`src/crtcv_pkg.sv`:
```
/*
 * Package for the vertical timing, row scan, cursor and start address block.
 * Holds register indices, field positions, reset values and the bus carrier struct.
 * Assumes an indexed two-port register access from the host on the core clock.
 */
`default_nettype none

package crtcv_pkg;

    // Register indices behind the data port.
    localparam logic [6:0] IDX_VERT_TOTAL_LOW   = 7'h06;
    localparam logic [6:0] IDX_VERT_OVERFLOW    = 7'h07;
    localparam logic [6:0] IDX_PRESET_ROW_SCAN  = 7'h08;
    localparam logic [6:0] IDX_CHAR_CELL_HEIGHT = 7'h09;
    localparam logic [6:0] IDX_CURSOR_FIRST     = 7'h0A;
    localparam logic [6:0] IDX_CURSOR_LAST      = 7'h0B;
    localparam logic [6:0] IDX_START_HIGH       = 7'h0C;
    localparam logic [6:0] IDX_START_LOW        = 7'h0D;
    localparam logic [6:0] IDX_CURSOR_POS_HIGH  = 7'h0E;
    localparam logic [6:0] IDX_CURSOR_POS_LOW   = 7'h0F;
    localparam logic [6:0] IDX_VSYNC_START_LOW  = 7'h10;
    localparam logic [6:0] IDX_VSYNC_END_CTRL   = 7'h11;
    localparam logic [6:0] IDX_VACTIVE_END_LOW  = 7'h12;
    localparam logic [6:0] IDX_LAST_PROTECTED   = 7'h07;

    // Field positions.
    localparam int OVF_TOTAL_B8    = 0;
    localparam int OVF_ACTIVE_B8   = 1;
    localparam int OVF_SYNC_B8     = 2;
    localparam int OVF_CMP_B8      = 4;
    localparam int OVF_TOTAL_B9    = 5;
    localparam int OVF_ACTIVE_B9   = 6;
    localparam int OVF_SYNC_B9     = 7;
    localparam int CELL_SCAN_DBL   = 7;
    localparam int CUR_DISABLE     = 5;
    localparam int CTRL_LOCK       = 7;
    localparam int CTRL_IRQ_OFF    = 5;
    localparam int CTRL_IRQ_ARM    = 4;
    localparam int SHIFT_PAN_LSB   = 5;
    localparam int SKEW_LSB        = 5;

    // Values after reset, and the row scan wrap limit.
    localparam logic [7:0] RST_REG       = 8'h00;
    localparam logic [7:0] RST_SYNC_CTRL = 8'h20;
    localparam logic [6:0] RST_INDEX     = 7'h00;
    localparam logic [4:0] ROW_MAX       = 5'h1F;

    // One host cycle: a read or write to the index port or the data port.
    typedef struct packed {
        logic       wr;
        logic       rd;
        logic       data_sel;
        logic [7:0] wdata;
    } crtcv_io_s;

endpackage

`default_nettype wire

```
`src/crtcv_vtiming.sv`:
```
/*
 * Vertical timing, row scan, cursor, start address and retrace interrupt logic.
 * Assumes line_start and char_tick pulses, vblank and the line compare hit come
 * from the horizontal and blanking logic on the same clock.
 */
`timescale 1ns/1ps
`default_nettype none

// Overview of operation
// [RULE1] Vertical total is 11 bits, equal to scan lines per frame minus two.
// [RULE2] Overflow register holds bits 8 and 9 of the vertical fields.
// [RULE3] Byte panning bits 6-5 are added to the display address.
// [RULE4] Line compare with panning compatibility forces panning to zero until vsync.
// [RULE5] Preset row scan sets the first row scan after retrace, top screen only.
// [RULE6] Row scan advances per line, clears at cell height, else wraps at 1Fh.
// [RULE7] Scan double halves the row scan clock; sync timing is unchanged.
// [RULE8] Cell height bits 6 and 5 hold bit 9 of compare and blank start.
// [RULE9] Cell height bits 4-0 are scan lines per row minus one.
// [RULE10] Cursor shows only when enabled and in text mode.
// [RULE11] Cursor covers start line through end line; start above end shows none.
// [RULE12] Cursor skew delays the cursor by 0 to 3 character clocks.
// [RULE13] Start address is 20 bits and takes effect after vertical retrace.
// [RULE14] Start address is the byte offset of the first pixel divided by four.
// [RULE15] Cursor character address is twice the offset plus the screen base.
// [RULE16] Retrace start is 11 bits counted in scan lines from line zero.
// [RULE17] Lock bit blocks writes to indices 0-7 except overflow bit 4.
// [RULE18] Interrupt output asserts only while the disable bit is zero.
// [RULE19] Arm bit zero holds the interrupt flip-flop cleared.
// [RULE20] Armed flip-flop sets one line after vblank rises; readable as status.
// [RULE21] Vertical retrace ends when line count low nibble equals the width.
// [RULE22] Display end is displayed scan lines minus one.
// [RULE23] Host writes the seven-bit index first, then accesses the data port.
// [RULE24] Line counter increments per line and wraps to zero at frame end.
module crtcv_vtiming
    import crtcv_pkg::*;
(
    input  wire logic        core_clk,
    input  wire logic        sys_rst,
    input  wire crtcv_io_s   io_req,
    output logic [7:0]       io_rdata,
    input  wire logic        line_start,
    input  wire logic        char_tick,
    input  wire logic        vblank,
    input  wire logic        line_cmp_hit,
    input  wire logic        pan_compat,
    input  wire logic        graphics_mode,
    input  wire logic        cursor_here,
    input  wire logic [3:0]  start_addr_extension,
    input  wire logic        total_b10,
    input  wire logic        sync_start_b10,
    input  wire logic        active_end_b10,
    output logic [10:0]      line_count,
    output logic [4:0]       row_scan,
    output logic             vsync,
    output logic             display_active,
    output logic [1:0]       byte_pan,
    output logic [21:0]      frame_byte_addr,
    output logic [19:0]      cursor_char_addr,
    output logic             cursor_pixel,
    output logic             vert_irq,
    output logic             irq_status
);

    logic [6:0]  index_q;
    logic [7:0]  vt_low_q, ovf_q, preset_q, cell_q, cur_first_q, cur_last_q;
    logic [7:0]  start_hi_q, start_lo_q, cur_hi_q, cur_lo_q;
    logic [7:0]  sync_lo_q, ctrl_q, act_lo_q;
    logic [10:0] total_w, sync_start_w, active_end_w;
    logic        frame_end_w, row_adv_w, locked_w, wr_data_w;
    logic        half_q, pan_force_q, pend_q, vblank_q, irq_ff_q;
    logic [19:0] start_q;
    logic        cursor_row_w, skew_hit_w;

    // [RULE2] overflow bit placement
    // [RULE1] total assembly
    assign total_w      = {total_b10, ovf_q[OVF_TOTAL_B9], ovf_q[OVF_TOTAL_B8], vt_low_q};
    // [RULE16] retrace start assembly
    assign sync_start_w = {sync_start_b10, ovf_q[OVF_SYNC_B9], ovf_q[OVF_SYNC_B8], sync_lo_q};
    // [RULE22] display end assembly
    assign active_end_w = {active_end_b10, ovf_q[OVF_ACTIVE_B9], ovf_q[OVF_ACTIVE_B8], act_lo_q};

    // Last line of the frame is total plus one, giving total plus two lines.
    assign frame_end_w = line_start && (line_count == 11'(total_w + 11'h001));
    assign wr_data_w   = io_req.wr && io_req.data_sel;
    assign locked_w    = ctrl_q[CTRL_LOCK] && (index_q <= IDX_LAST_PROTECTED);

    // [RULE23] index port
    always_ff @(posedge core_clk) begin
        if (sys_rst) begin
            index_q <= RST_INDEX;
        end else if (io_req.wr && !io_req.data_sel) begin
            index_q <= io_req.wdata[6:0];
        end
    end
    // Data port writes; the lock leaves only overflow bit 4 of indices 0-7 writable.
    // [RULE17] write lock
    always_ff @(posedge core_clk) begin
        if (sys_rst) begin
            vt_low_q    <= RST_REG;
            ovf_q       <= RST_REG;
            preset_q    <= RST_REG;
            cell_q      <= RST_REG;
            cur_first_q <= RST_REG;
            cur_last_q  <= RST_REG;
            start_hi_q  <= RST_REG;
            start_lo_q  <= RST_REG;
            cur_hi_q    <= RST_REG;
            cur_lo_q    <= RST_REG;
            sync_lo_q   <= RST_REG;
            ctrl_q      <= RST_SYNC_CTRL;
            act_lo_q    <= RST_REG;
        end else if (wr_data_w) begin
            unique case (index_q)
                IDX_VERT_TOTAL_LOW:   if (!locked_w) vt_low_q <= io_req.wdata;
                IDX_VERT_OVERFLOW: begin
                    if (!locked_w) begin
                        ovf_q <= io_req.wdata;
                    end else begin
                        ovf_q[OVF_CMP_B8] <= io_req.wdata[OVF_CMP_B8];
                    end
                end
                IDX_PRESET_ROW_SCAN:  preset_q    <= io_req.wdata;
                // [RULE8] compare and blank bits
                IDX_CHAR_CELL_HEIGHT: cell_q      <= io_req.wdata;
                IDX_CURSOR_FIRST:     cur_first_q <= io_req.wdata;
                IDX_CURSOR_LAST:      cur_last_q  <= io_req.wdata;
                IDX_START_HIGH:       start_hi_q  <= io_req.wdata;
                IDX_START_LOW:        start_lo_q  <= io_req.wdata;
                IDX_CURSOR_POS_HIGH:  cur_hi_q    <= io_req.wdata;
                IDX_CURSOR_POS_LOW:   cur_lo_q    <= io_req.wdata;
                IDX_VSYNC_START_LOW:  sync_lo_q   <= io_req.wdata;
                IDX_VSYNC_END_CTRL:   ctrl_q      <= io_req.wdata;
                IDX_VACTIVE_END_LOW:  act_lo_q    <= io_req.wdata;
                default: ;
            endcase
        end
    end
    // Read data is registered; unmapped indices read as zero.
    always_ff @(posedge core_clk) begin
        if (sys_rst) begin
            io_rdata <= RST_REG;
        end else if (io_req.rd && !io_req.data_sel) begin
            io_rdata <= {1'b0, index_q};
        end else if (io_req.rd) begin
            unique case (index_q)
                IDX_VERT_TOTAL_LOW:   io_rdata <= vt_low_q;
                IDX_VERT_OVERFLOW:    io_rdata <= ovf_q;
                IDX_PRESET_ROW_SCAN:  io_rdata <= preset_q;
                IDX_CHAR_CELL_HEIGHT: io_rdata <= cell_q;
                IDX_CURSOR_FIRST:     io_rdata <= cur_first_q;
                IDX_CURSOR_LAST:      io_rdata <= cur_last_q;
                IDX_START_HIGH:       io_rdata <= start_hi_q;
                IDX_START_LOW:        io_rdata <= start_lo_q;
                IDX_CURSOR_POS_HIGH:  io_rdata <= cur_hi_q;
                IDX_CURSOR_POS_LOW:   io_rdata <= cur_lo_q;
                IDX_VSYNC_START_LOW:  io_rdata <= sync_lo_q;
                IDX_VSYNC_END_CTRL:   io_rdata <= ctrl_q;
                IDX_VACTIVE_END_LOW:  io_rdata <= act_lo_q;
                default:              io_rdata <= RST_REG;
            endcase
        end
    end
    // [RULE24] line counter
    always_ff @(posedge core_clk) begin
        if (sys_rst) begin
            line_count <= 11'h000;
        end else if (frame_end_w) begin
            line_count <= 11'h000;
        end else if (line_start) begin
            line_count <= 11'(line_count + 11'h001);
        end
    end
    // [RULE22] active display window
    always_ff @(posedge core_clk) begin
        if (sys_rst) begin
            display_active <= 1'b0;
        end else begin
            display_active <= (line_count <= active_end_w);
        end
    end
    // Retrace begins at the start line and ends on the low nibble match.
    // [RULE21] retrace width
    always_ff @(posedge core_clk) begin
        if (sys_rst) begin
            vsync <= 1'b0;
        end else if (line_count == sync_start_w) begin
            vsync <= 1'b1;
        end else if (line_count[3:0] == ctrl_q[3:0]) begin
            vsync <= 1'b0;
        end
    end
    // Scan double: the row counter advances on every second line only.
    // [RULE7] halved row clock
    always_ff @(posedge core_clk) begin
        if (sys_rst) begin
            half_q <= 1'b0;
        end else if (frame_end_w || line_cmp_hit) begin
            half_q <= 1'b0;
        end else if (line_start) begin
            half_q <= !half_q;
        end
    end
    assign row_adv_w = line_start && (!cell_q[CELL_SCAN_DBL] || half_q);
    // Row scan: preset at frame start, zero at the split, clear at cell height.
    // [RULE5] preset and split
    // [RULE6] cell wrap
    // [RULE9] cell height field
    always_ff @(posedge core_clk) begin
        if (sys_rst) begin
            row_scan <= 5'h00;
        end else if (frame_end_w) begin
            row_scan <= preset_q[4:0];
        end else if (line_cmp_hit) begin
            row_scan <= 5'h00;
        end else if (row_adv_w) begin
            if (row_scan == cell_q[4:0] || row_scan == ROW_MAX) begin
                row_scan <= 5'h00;
            end else begin
                row_scan <= 5'(row_scan + 5'h01);
            end
        end
    end
    // Start address is picked up when retrace begins; sets win over the clear.
    // [RULE13] start latch
    always_ff @(posedge core_clk) begin
        if (sys_rst) begin
            start_q <= 20'h00000;
        end else if (line_count == sync_start_w && !vsync) begin
            start_q <= {start_addr_extension, start_hi_q, start_lo_q};
        end
    end
    // [RULE4] panning force flag
    always_ff @(posedge core_clk) begin
        if (sys_rst) begin
            pan_force_q <= 1'b0;
        end else if (line_cmp_hit && pan_compat) begin
            pan_force_q <= 1'b1;
        end else if (line_count == sync_start_w && !vsync) begin
            pan_force_q <= 1'b0;
        end
    end
    // [RULE3] byte panning
    // [RULE14] byte address scaling
    always_ff @(posedge core_clk) begin
        if (sys_rst) begin
            byte_pan        <= 2'h0;
            frame_byte_addr <= 22'h000000;
        end else begin
            byte_pan        <= pan_force_q ? 2'h0 : preset_q[SHIFT_PAN_LSB +: 2];
            frame_byte_addr <= 22'({start_q, 2'h0} + {20'h00000, byte_pan});
        end
    end
    // [RULE15] cursor address
    always_ff @(posedge core_clk) begin
        if (sys_rst) begin
            cursor_char_addr <= 20'h00000;
        end else begin
            cursor_char_addr <= 20'({3'h0, cur_hi_q, cur_lo_q, 1'b0} + start_q);
        end
    end
    // [RULE10] cursor enable
    // [RULE11] cursor shape
    assign cursor_row_w = !graphics_mode && !cur_first_q[CUR_DISABLE]
                          && (cur_first_q[4:0] <= row_scan) && (row_scan <= cur_last_q[4:0]);

    crtcv_skew #(
        .DEPTH (3)
    ) u_skew (
        .core_clk  (core_clk),
        .sys_rst   (sys_rst),
        .char_tick (char_tick),
        .hit_in    (cursor_here),
        .skew      (cur_last_q[SKEW_LSB +: 2]),
        .hit_out   (skew_hit_w)
    );

    always_ff @(posedge core_clk) begin
        if (sys_rst) begin
            cursor_pixel <= 1'b0;
        end else begin
            cursor_pixel <= skew_hit_w && cursor_row_w;
        end
    end
    // Vertical blank rise is noted, then the flop sets on the next line.
    // [RULE20] interrupt set timing
    always_ff @(posedge core_clk) begin
        if (sys_rst) begin
            vblank_q <= 1'b0;
            pend_q   <= 1'b0;
        end else begin
            vblank_q <= vblank;
            if (vblank && !vblank_q) begin
                pend_q <= 1'b1;
            end else if (line_start) begin
                pend_q <= 1'b0;
            end
        end
    end
    // The arm bit at zero holds the flop clear, so a retrace then is lost.
    // [RULE19] interrupt clear
    always_ff @(posedge core_clk) begin
        if (sys_rst) begin
            irq_ff_q <= 1'b0;
        end else if (!ctrl_q[CTRL_IRQ_ARM]) begin
            irq_ff_q <= 1'b0;
        end else if (line_start && pend_q) begin
            irq_ff_q <= 1'b1;
        end
    end
    // [RULE18] interrupt gating
    always_ff @(posedge core_clk) begin
        if (sys_rst) begin
            vert_irq   <= 1'b0;
            irq_status <= 1'b0;
        end else begin
            vert_irq   <= irq_ff_q && !ctrl_q[CTRL_IRQ_OFF];
            irq_status <= irq_ff_q;
        end
    end
endmodule

`default_nettype wire

```
`src/crtcv_skew.sv`:
```
/*
 * Cursor skew delay: delays the cursor hit strobe by 0 to 3 character clocks.
 * Assumes char_tick is a one-cycle pulse from logic on the same clock.
 */
`timescale 1ns/1ps
`default_nettype none

module crtcv_skew
    import crtcv_pkg::*;
#(
    parameter int DEPTH = 3
) (
    input  wire logic             core_clk,
    input  wire logic             sys_rst,
    input  wire logic             char_tick,
    input  wire logic             hit_in,
    input  wire logic [1:0]       skew,
    output logic                  hit_out
);

    logic [DEPTH:0] tap_q;

    initial begin
        if (DEPTH < 3) begin
            $error("crtcv_skew needs at least three stages");
        end
    end

    assign tap_q[0] = hit_in;

    // Each stage moves one character clock further right.
    generate
        for (genvar i = 1; i <= DEPTH; i++) begin : g_tap
            always_ff @(posedge core_clk) begin
                if (sys_rst) begin
                    tap_q[i] <= 1'b0;
                end else if (char_tick) begin
                    tap_q[i] <= tap_q[i-1];
                end
            end
        end
    endgenerate

    // Selected tap is registered so the output comes from a flip-flop.
    // [RULE12] skew selection
    always_ff @(posedge core_clk) begin
        if (sys_rst) begin
            hit_out <= 1'b0;
        end else begin
            hit_out <= tap_q[skew];
        end
    end
endmodule

`default_nettype wire

```
`config.mk`:
```
export PLATFORM = sky130hd
export DESIGN_NAME = crtcv_vtiming
export DESIGN_NICKNAME = d
export VERILOG_FILES = /design/src/crtcv_pkg.sv /design/src/crtcv_vtiming.sv /design/src/crtcv_skew.sv
export SDC_FILE = /design/constraint.sdc
export NUM_CORES = 1
export LEC_CHECK = 0
export ABC_AREA = 1
export BUFFER_PORTS_ARGS = -buffer_cell sky130_fd_sc_hd__buf_2
export CELL_PAD_IN_SITES_DETAIL_PLACEMENT = 0
export CELL_PAD_IN_SITES_GLOBAL_PLACEMENT = 2
export CORE_MARGIN = 2
export CORE_UTILIZATION = 32
export CTS_BUF_LIST = sky130_fd_sc_hd__clkbuf_2
export DETAILED_ROUTE_END_ITERATION = 8
export PLACE_DENSITY = 0.75
export REMOVE_ABC_BUFFERS = 1
export SLEW_MARGIN = 15
export SYNTH_ARGS = -nofsm -noshare
export SYNTH_HDL_FRONTEND = slang
export SYNTH_SLANG_ARGS = --single-unit
```
`constraint.sdc`:
```
create_clock -name core_clk -period 1.8 [get_ports core_clk]
set_input_delay 0.27 -clock core_clk [delete_from_list [all_inputs] [get_ports core_clk]]
set_output_delay 0.27 -clock core_clk [all_outputs]
set_load 0.01 [all_outputs]
```
==> out/metrics.csv <==
stage,metric,value,unit
logic_synthesis,synth_cells,1381,
die,coreArea,31300,µm²
logic_synthesis,synth_top_area_share,42.0,%
logic_synthesis,synth.largest_area_cell,dfxtp_1,
global_routing,grt_max_degree,67,
die,initial_core_util,32.3,%
timing,setup_viol_count_final,5,
placed_design,dp.cells,1965,
logic_synthesis,seq_area_frac_synth,42.0,%
timing,slew_viol_final,0,
final_layout,drive_above_1_share,35.2,%
global_routing,grt_antenna_before_repair,1,
run_status,violations,negative setup slack,
final_layout,multi_input_area,5710,µm²
final_layout,nNetsFinal,1772,
logic_synthesis,avgSynthCellArea,7.32,µm²
global_routing,met2_usage,35.4,%
job,maxCapViolations,0,
final_layout,final-seq-area,4330,µm²
logic_synthesis,synth.distinct_cells,47,
placed_design,dpl.hpwl,26700,µm
setup_path,cp.required,2.62,ns
clock_network,clk_latency,0.93,ns
setup_path,start_kind,register,
global_routing,grt_pass1_wl,56700,µm
clock_network,cts_tree,built,
routing,ant_nets,0,
timing,slew_headroom,54.1,%
final_layout,nFillCells,3240,
global_routing,met3_usage,3.61,%
global_routing,grt_pass1_vias,9864,
timing,hold_violations,0,
clock_network,cts-root-buf,clkbuf_2,
clock_network,cts_max_level,2,
die,die_h,182,µm
logic_synthesis,syn_area,10100,µm²
timing,worst_pin_slew,0.682,ns
timing,skew,0.0592,ns
setup_path,worstReg2RegStart,line_count[9]$_SDFFE_PP0P_,
global_routing,top_usage_layer,met2,
die,die_x,182,µm
final_layout,area_delta_synth_final,41.6,%
run_status,status,"finished, violations left",
worst_hold_path,holdPathStages,6,
global_routing,grt-ovfl-total,0,
logic_synthesis,ys_ff_latch,212,
setup_path,r2r_cells,11,
clock_network,cts_made_buffers,61,
die,pin_count,100,
power,p_total,9.60,mW
timing,min_period,1.84,ns
timing,rsz0062_at_grt,yes,
final_layout,final_core_util,45.7,%
clock_network,cts_buffer_depth,3,
worst_hold_path,hold_start,sync_start_b10,
power,p_leak,6.27,nW
routing,routed_via_density,4.86,
setup_path,worst_setup_path_end_kind,register,
final_layout,final_cell_mix,"nand2_1 (173), dfxtp_1 (169), a21oi_1 (168)",
placed_design,port_buffers,99,
logic_synthesis,synthTopCellsByArea,"dfxtp_1 (42%), a21oi_1 (9.9%), nand2_1 (8.2%), o21ai_0 (7.2%), inv_1 (6.4%)",
setup_path,setup.worst_path.start,line_count[9]$_SDFFE_PP0P_,
setup_path,path_class,reg2reg,
timing,setup_slack,-0.0378,ns
worst_hold_path,hp-class,in2reg,
timing,max_freq,0.544,GHz
routing,post_drt_wl_per_cell,17.8,µm
power,power_density,671,nW/µm²
logic_synthesis,yosys_warnings,0,
die,rows,65,
routing,via_count,10500,
placed_design,gp_congestion,0.859,
power,ir_drop,339,µV
final_layout,instances_no_fill,2148,
setup_path,cp_max_fo,8,
setup_path,critical_path_arrival,2.65,ns
clock_network,cts_sinks,212,
global_routing,met1_usage,30.4,%
routing,drt_wl_total,38200,µm
final_layout,layout_commonest_cell,nand2_1,
routing,first_iter_violations,589,
routing,drc,0,
clock_network,clk_pin_slew,0.09,ns
global_routing,groute.usage.overall,22.3,%
die,dieArea,33000,µm²
timing,fin_crit_sh,102,%
routing,firstDrtPassIters,7,
[flip-flops by register name, indices dropped and copies added (netlist names), 7 cells and up]
name	count
act_lo_q	8
cell_q	8
ctrl_q	8
cur_first_q	8
cur_hi_q	8
cur_last_q	8
cur_lo_q	8
cursor_char_addr	19
frame_byte_addr	22
index_q	7
io_rdata	8
line_count	11
ovf_q	8
preset_q	8
start_hi_q	8
start_lo_q	8
start_q	20
sync_lo_q	8
vt_low_q	8
[cells in the mapped netlist, drive strengths merged]
| cell | count |
|---|---|
| o221ai | 5 |
| nand2 | 224 |
| a311oi | 1 |
| nand4 | 10 |
| xor2 | 20 |
| nor4b | 1 |
| a211oi | 5 |
| a2bb2oi | 1 |
| clkbuf | 31 |
| a221oi | 1 |
| dfxtp | 212 |
| xnor2 | 14 |
| o21bai | 4 |
| a21oi | 199 |
| clkinv | 2 |
| o21a | 1 |
| fa | 1 |
| inv | 175 |
| o211ai | 10 |
| o211a | 1 |
| nor3 | 17 |
| o22ai | 16 |
| o2111ai | 2 |
| nand3 | 63 |
| a31oi | 2 |
| nor2 | 134 |
| ha | 41 |
| nor3b | 2 |
| o21ai | 146 |
| nor4 | 2 |
| o31ai | 2 |
| a21o | 2 |
| nand3b | 3 |
| o41ai | 1 |
| buf | 30 |
[logic make-up (layout without fill, tap and decap cells)]
group / count (synthesis) / after routing / share of synthesized area [%]
AO/OA/AOI/OAI: 399 / 399 / 21.0
XOR/XNOR: 34 / 34 / 3.09
adder cells (fa/ha/maj): 42 / 42 / 5.27
buffers and inverters: 238 / 601 / 9.29
flip-flops: 212 / 212 / 42.0
other: 0 / 2 / 0
AND/OR/NAND/NOR: 456 / 456 / 19.3
[path summary, 6_finish.rpt]
| check | endpoint | slack [ns] |
|---|---|---|
| hold reg to reg | frame_byte_addr[0]$_SDFF_PP0_ | 0.42 |
| hold / removal | vsync$_SDFFE_PP0P_ | 0.13 |
| setup reg to reg | start_q[0]$_SDFFE_PP0P_ | -0.04 |
| setup / recovery | start_q[0]$_SDFFE_PP0P_ | -0.04 |
[through the flow]
| stage | area, µm² | setup WS (ns) | hold WS, ns | setup TNS (ns) |
|---|---|---|---|---|
| final | 14300 | -0.0378 | 0.131 | -0.0675 |
| after global routing | 14300 | -0.183 | 0.0625 | -4.60 |
| after CTS | 13400 | -0.107 | 0.0591 | -0.831 |
| after detailed placement | 12000 | -0.282 | 0.406 | -4.99 |
| after global placement | 12000 | -0.279 | 0.400 | -3.82 |
| after floorplan | 9840 | -0.722 | 0.337 | -55.93 |
[final cells by class]
type	instances	share of cell area, %
clock buffer	86	3.01
timing repair buffer	320	17.9
antenna	2	0.0350
inverter	177	4.75
multi-input combinational	931	39.9
tap	402	3.51
sequential	212	30.2
clock inverter	18	0.726
[per-layer routing]
metal | part of all wire, % | up-vias
met1 | 46 | 4856
li1 | - | 5274
met2 | 46 | 250
met4 | 3.0 | 0
met5 | 0 | -
met3 | 5.0 | 70
[critical path: stages (launching register included)]
cell,delay [ns]
dfxtp_2,0.35
inv_1,0.07
nor2_1,0.04
nor3_1,0.18
buf_4,0.15
nand3_2,0.07
nor3_2,0.15
nand3b_1,0.19
inv_2,0.19
clkbuf_16,0.21
nand2_4,0.05
a21oi_2,0.12
[what timing repair did]
item	in CTS	in global routing
setup endpoints to repair	109	121
resized for setup	121	202
hold endpoints to repair	207	0
gates cloned	2	4
hold buffers	30	0
pin swaps	25	57
setup buffers	28	20
[report_power, final]
group / total (mW) / switching [mW] / internal (mW)
clock network: 3.60 / 2.17 / 1.43
registers: 4.84 / 0.0790 / 4.76
logic: 1.16 / 0.673 / 0.489
total: 9.60 / 2.92 / 6.68
Note: power is estimated with default switching activity, not from simulation.
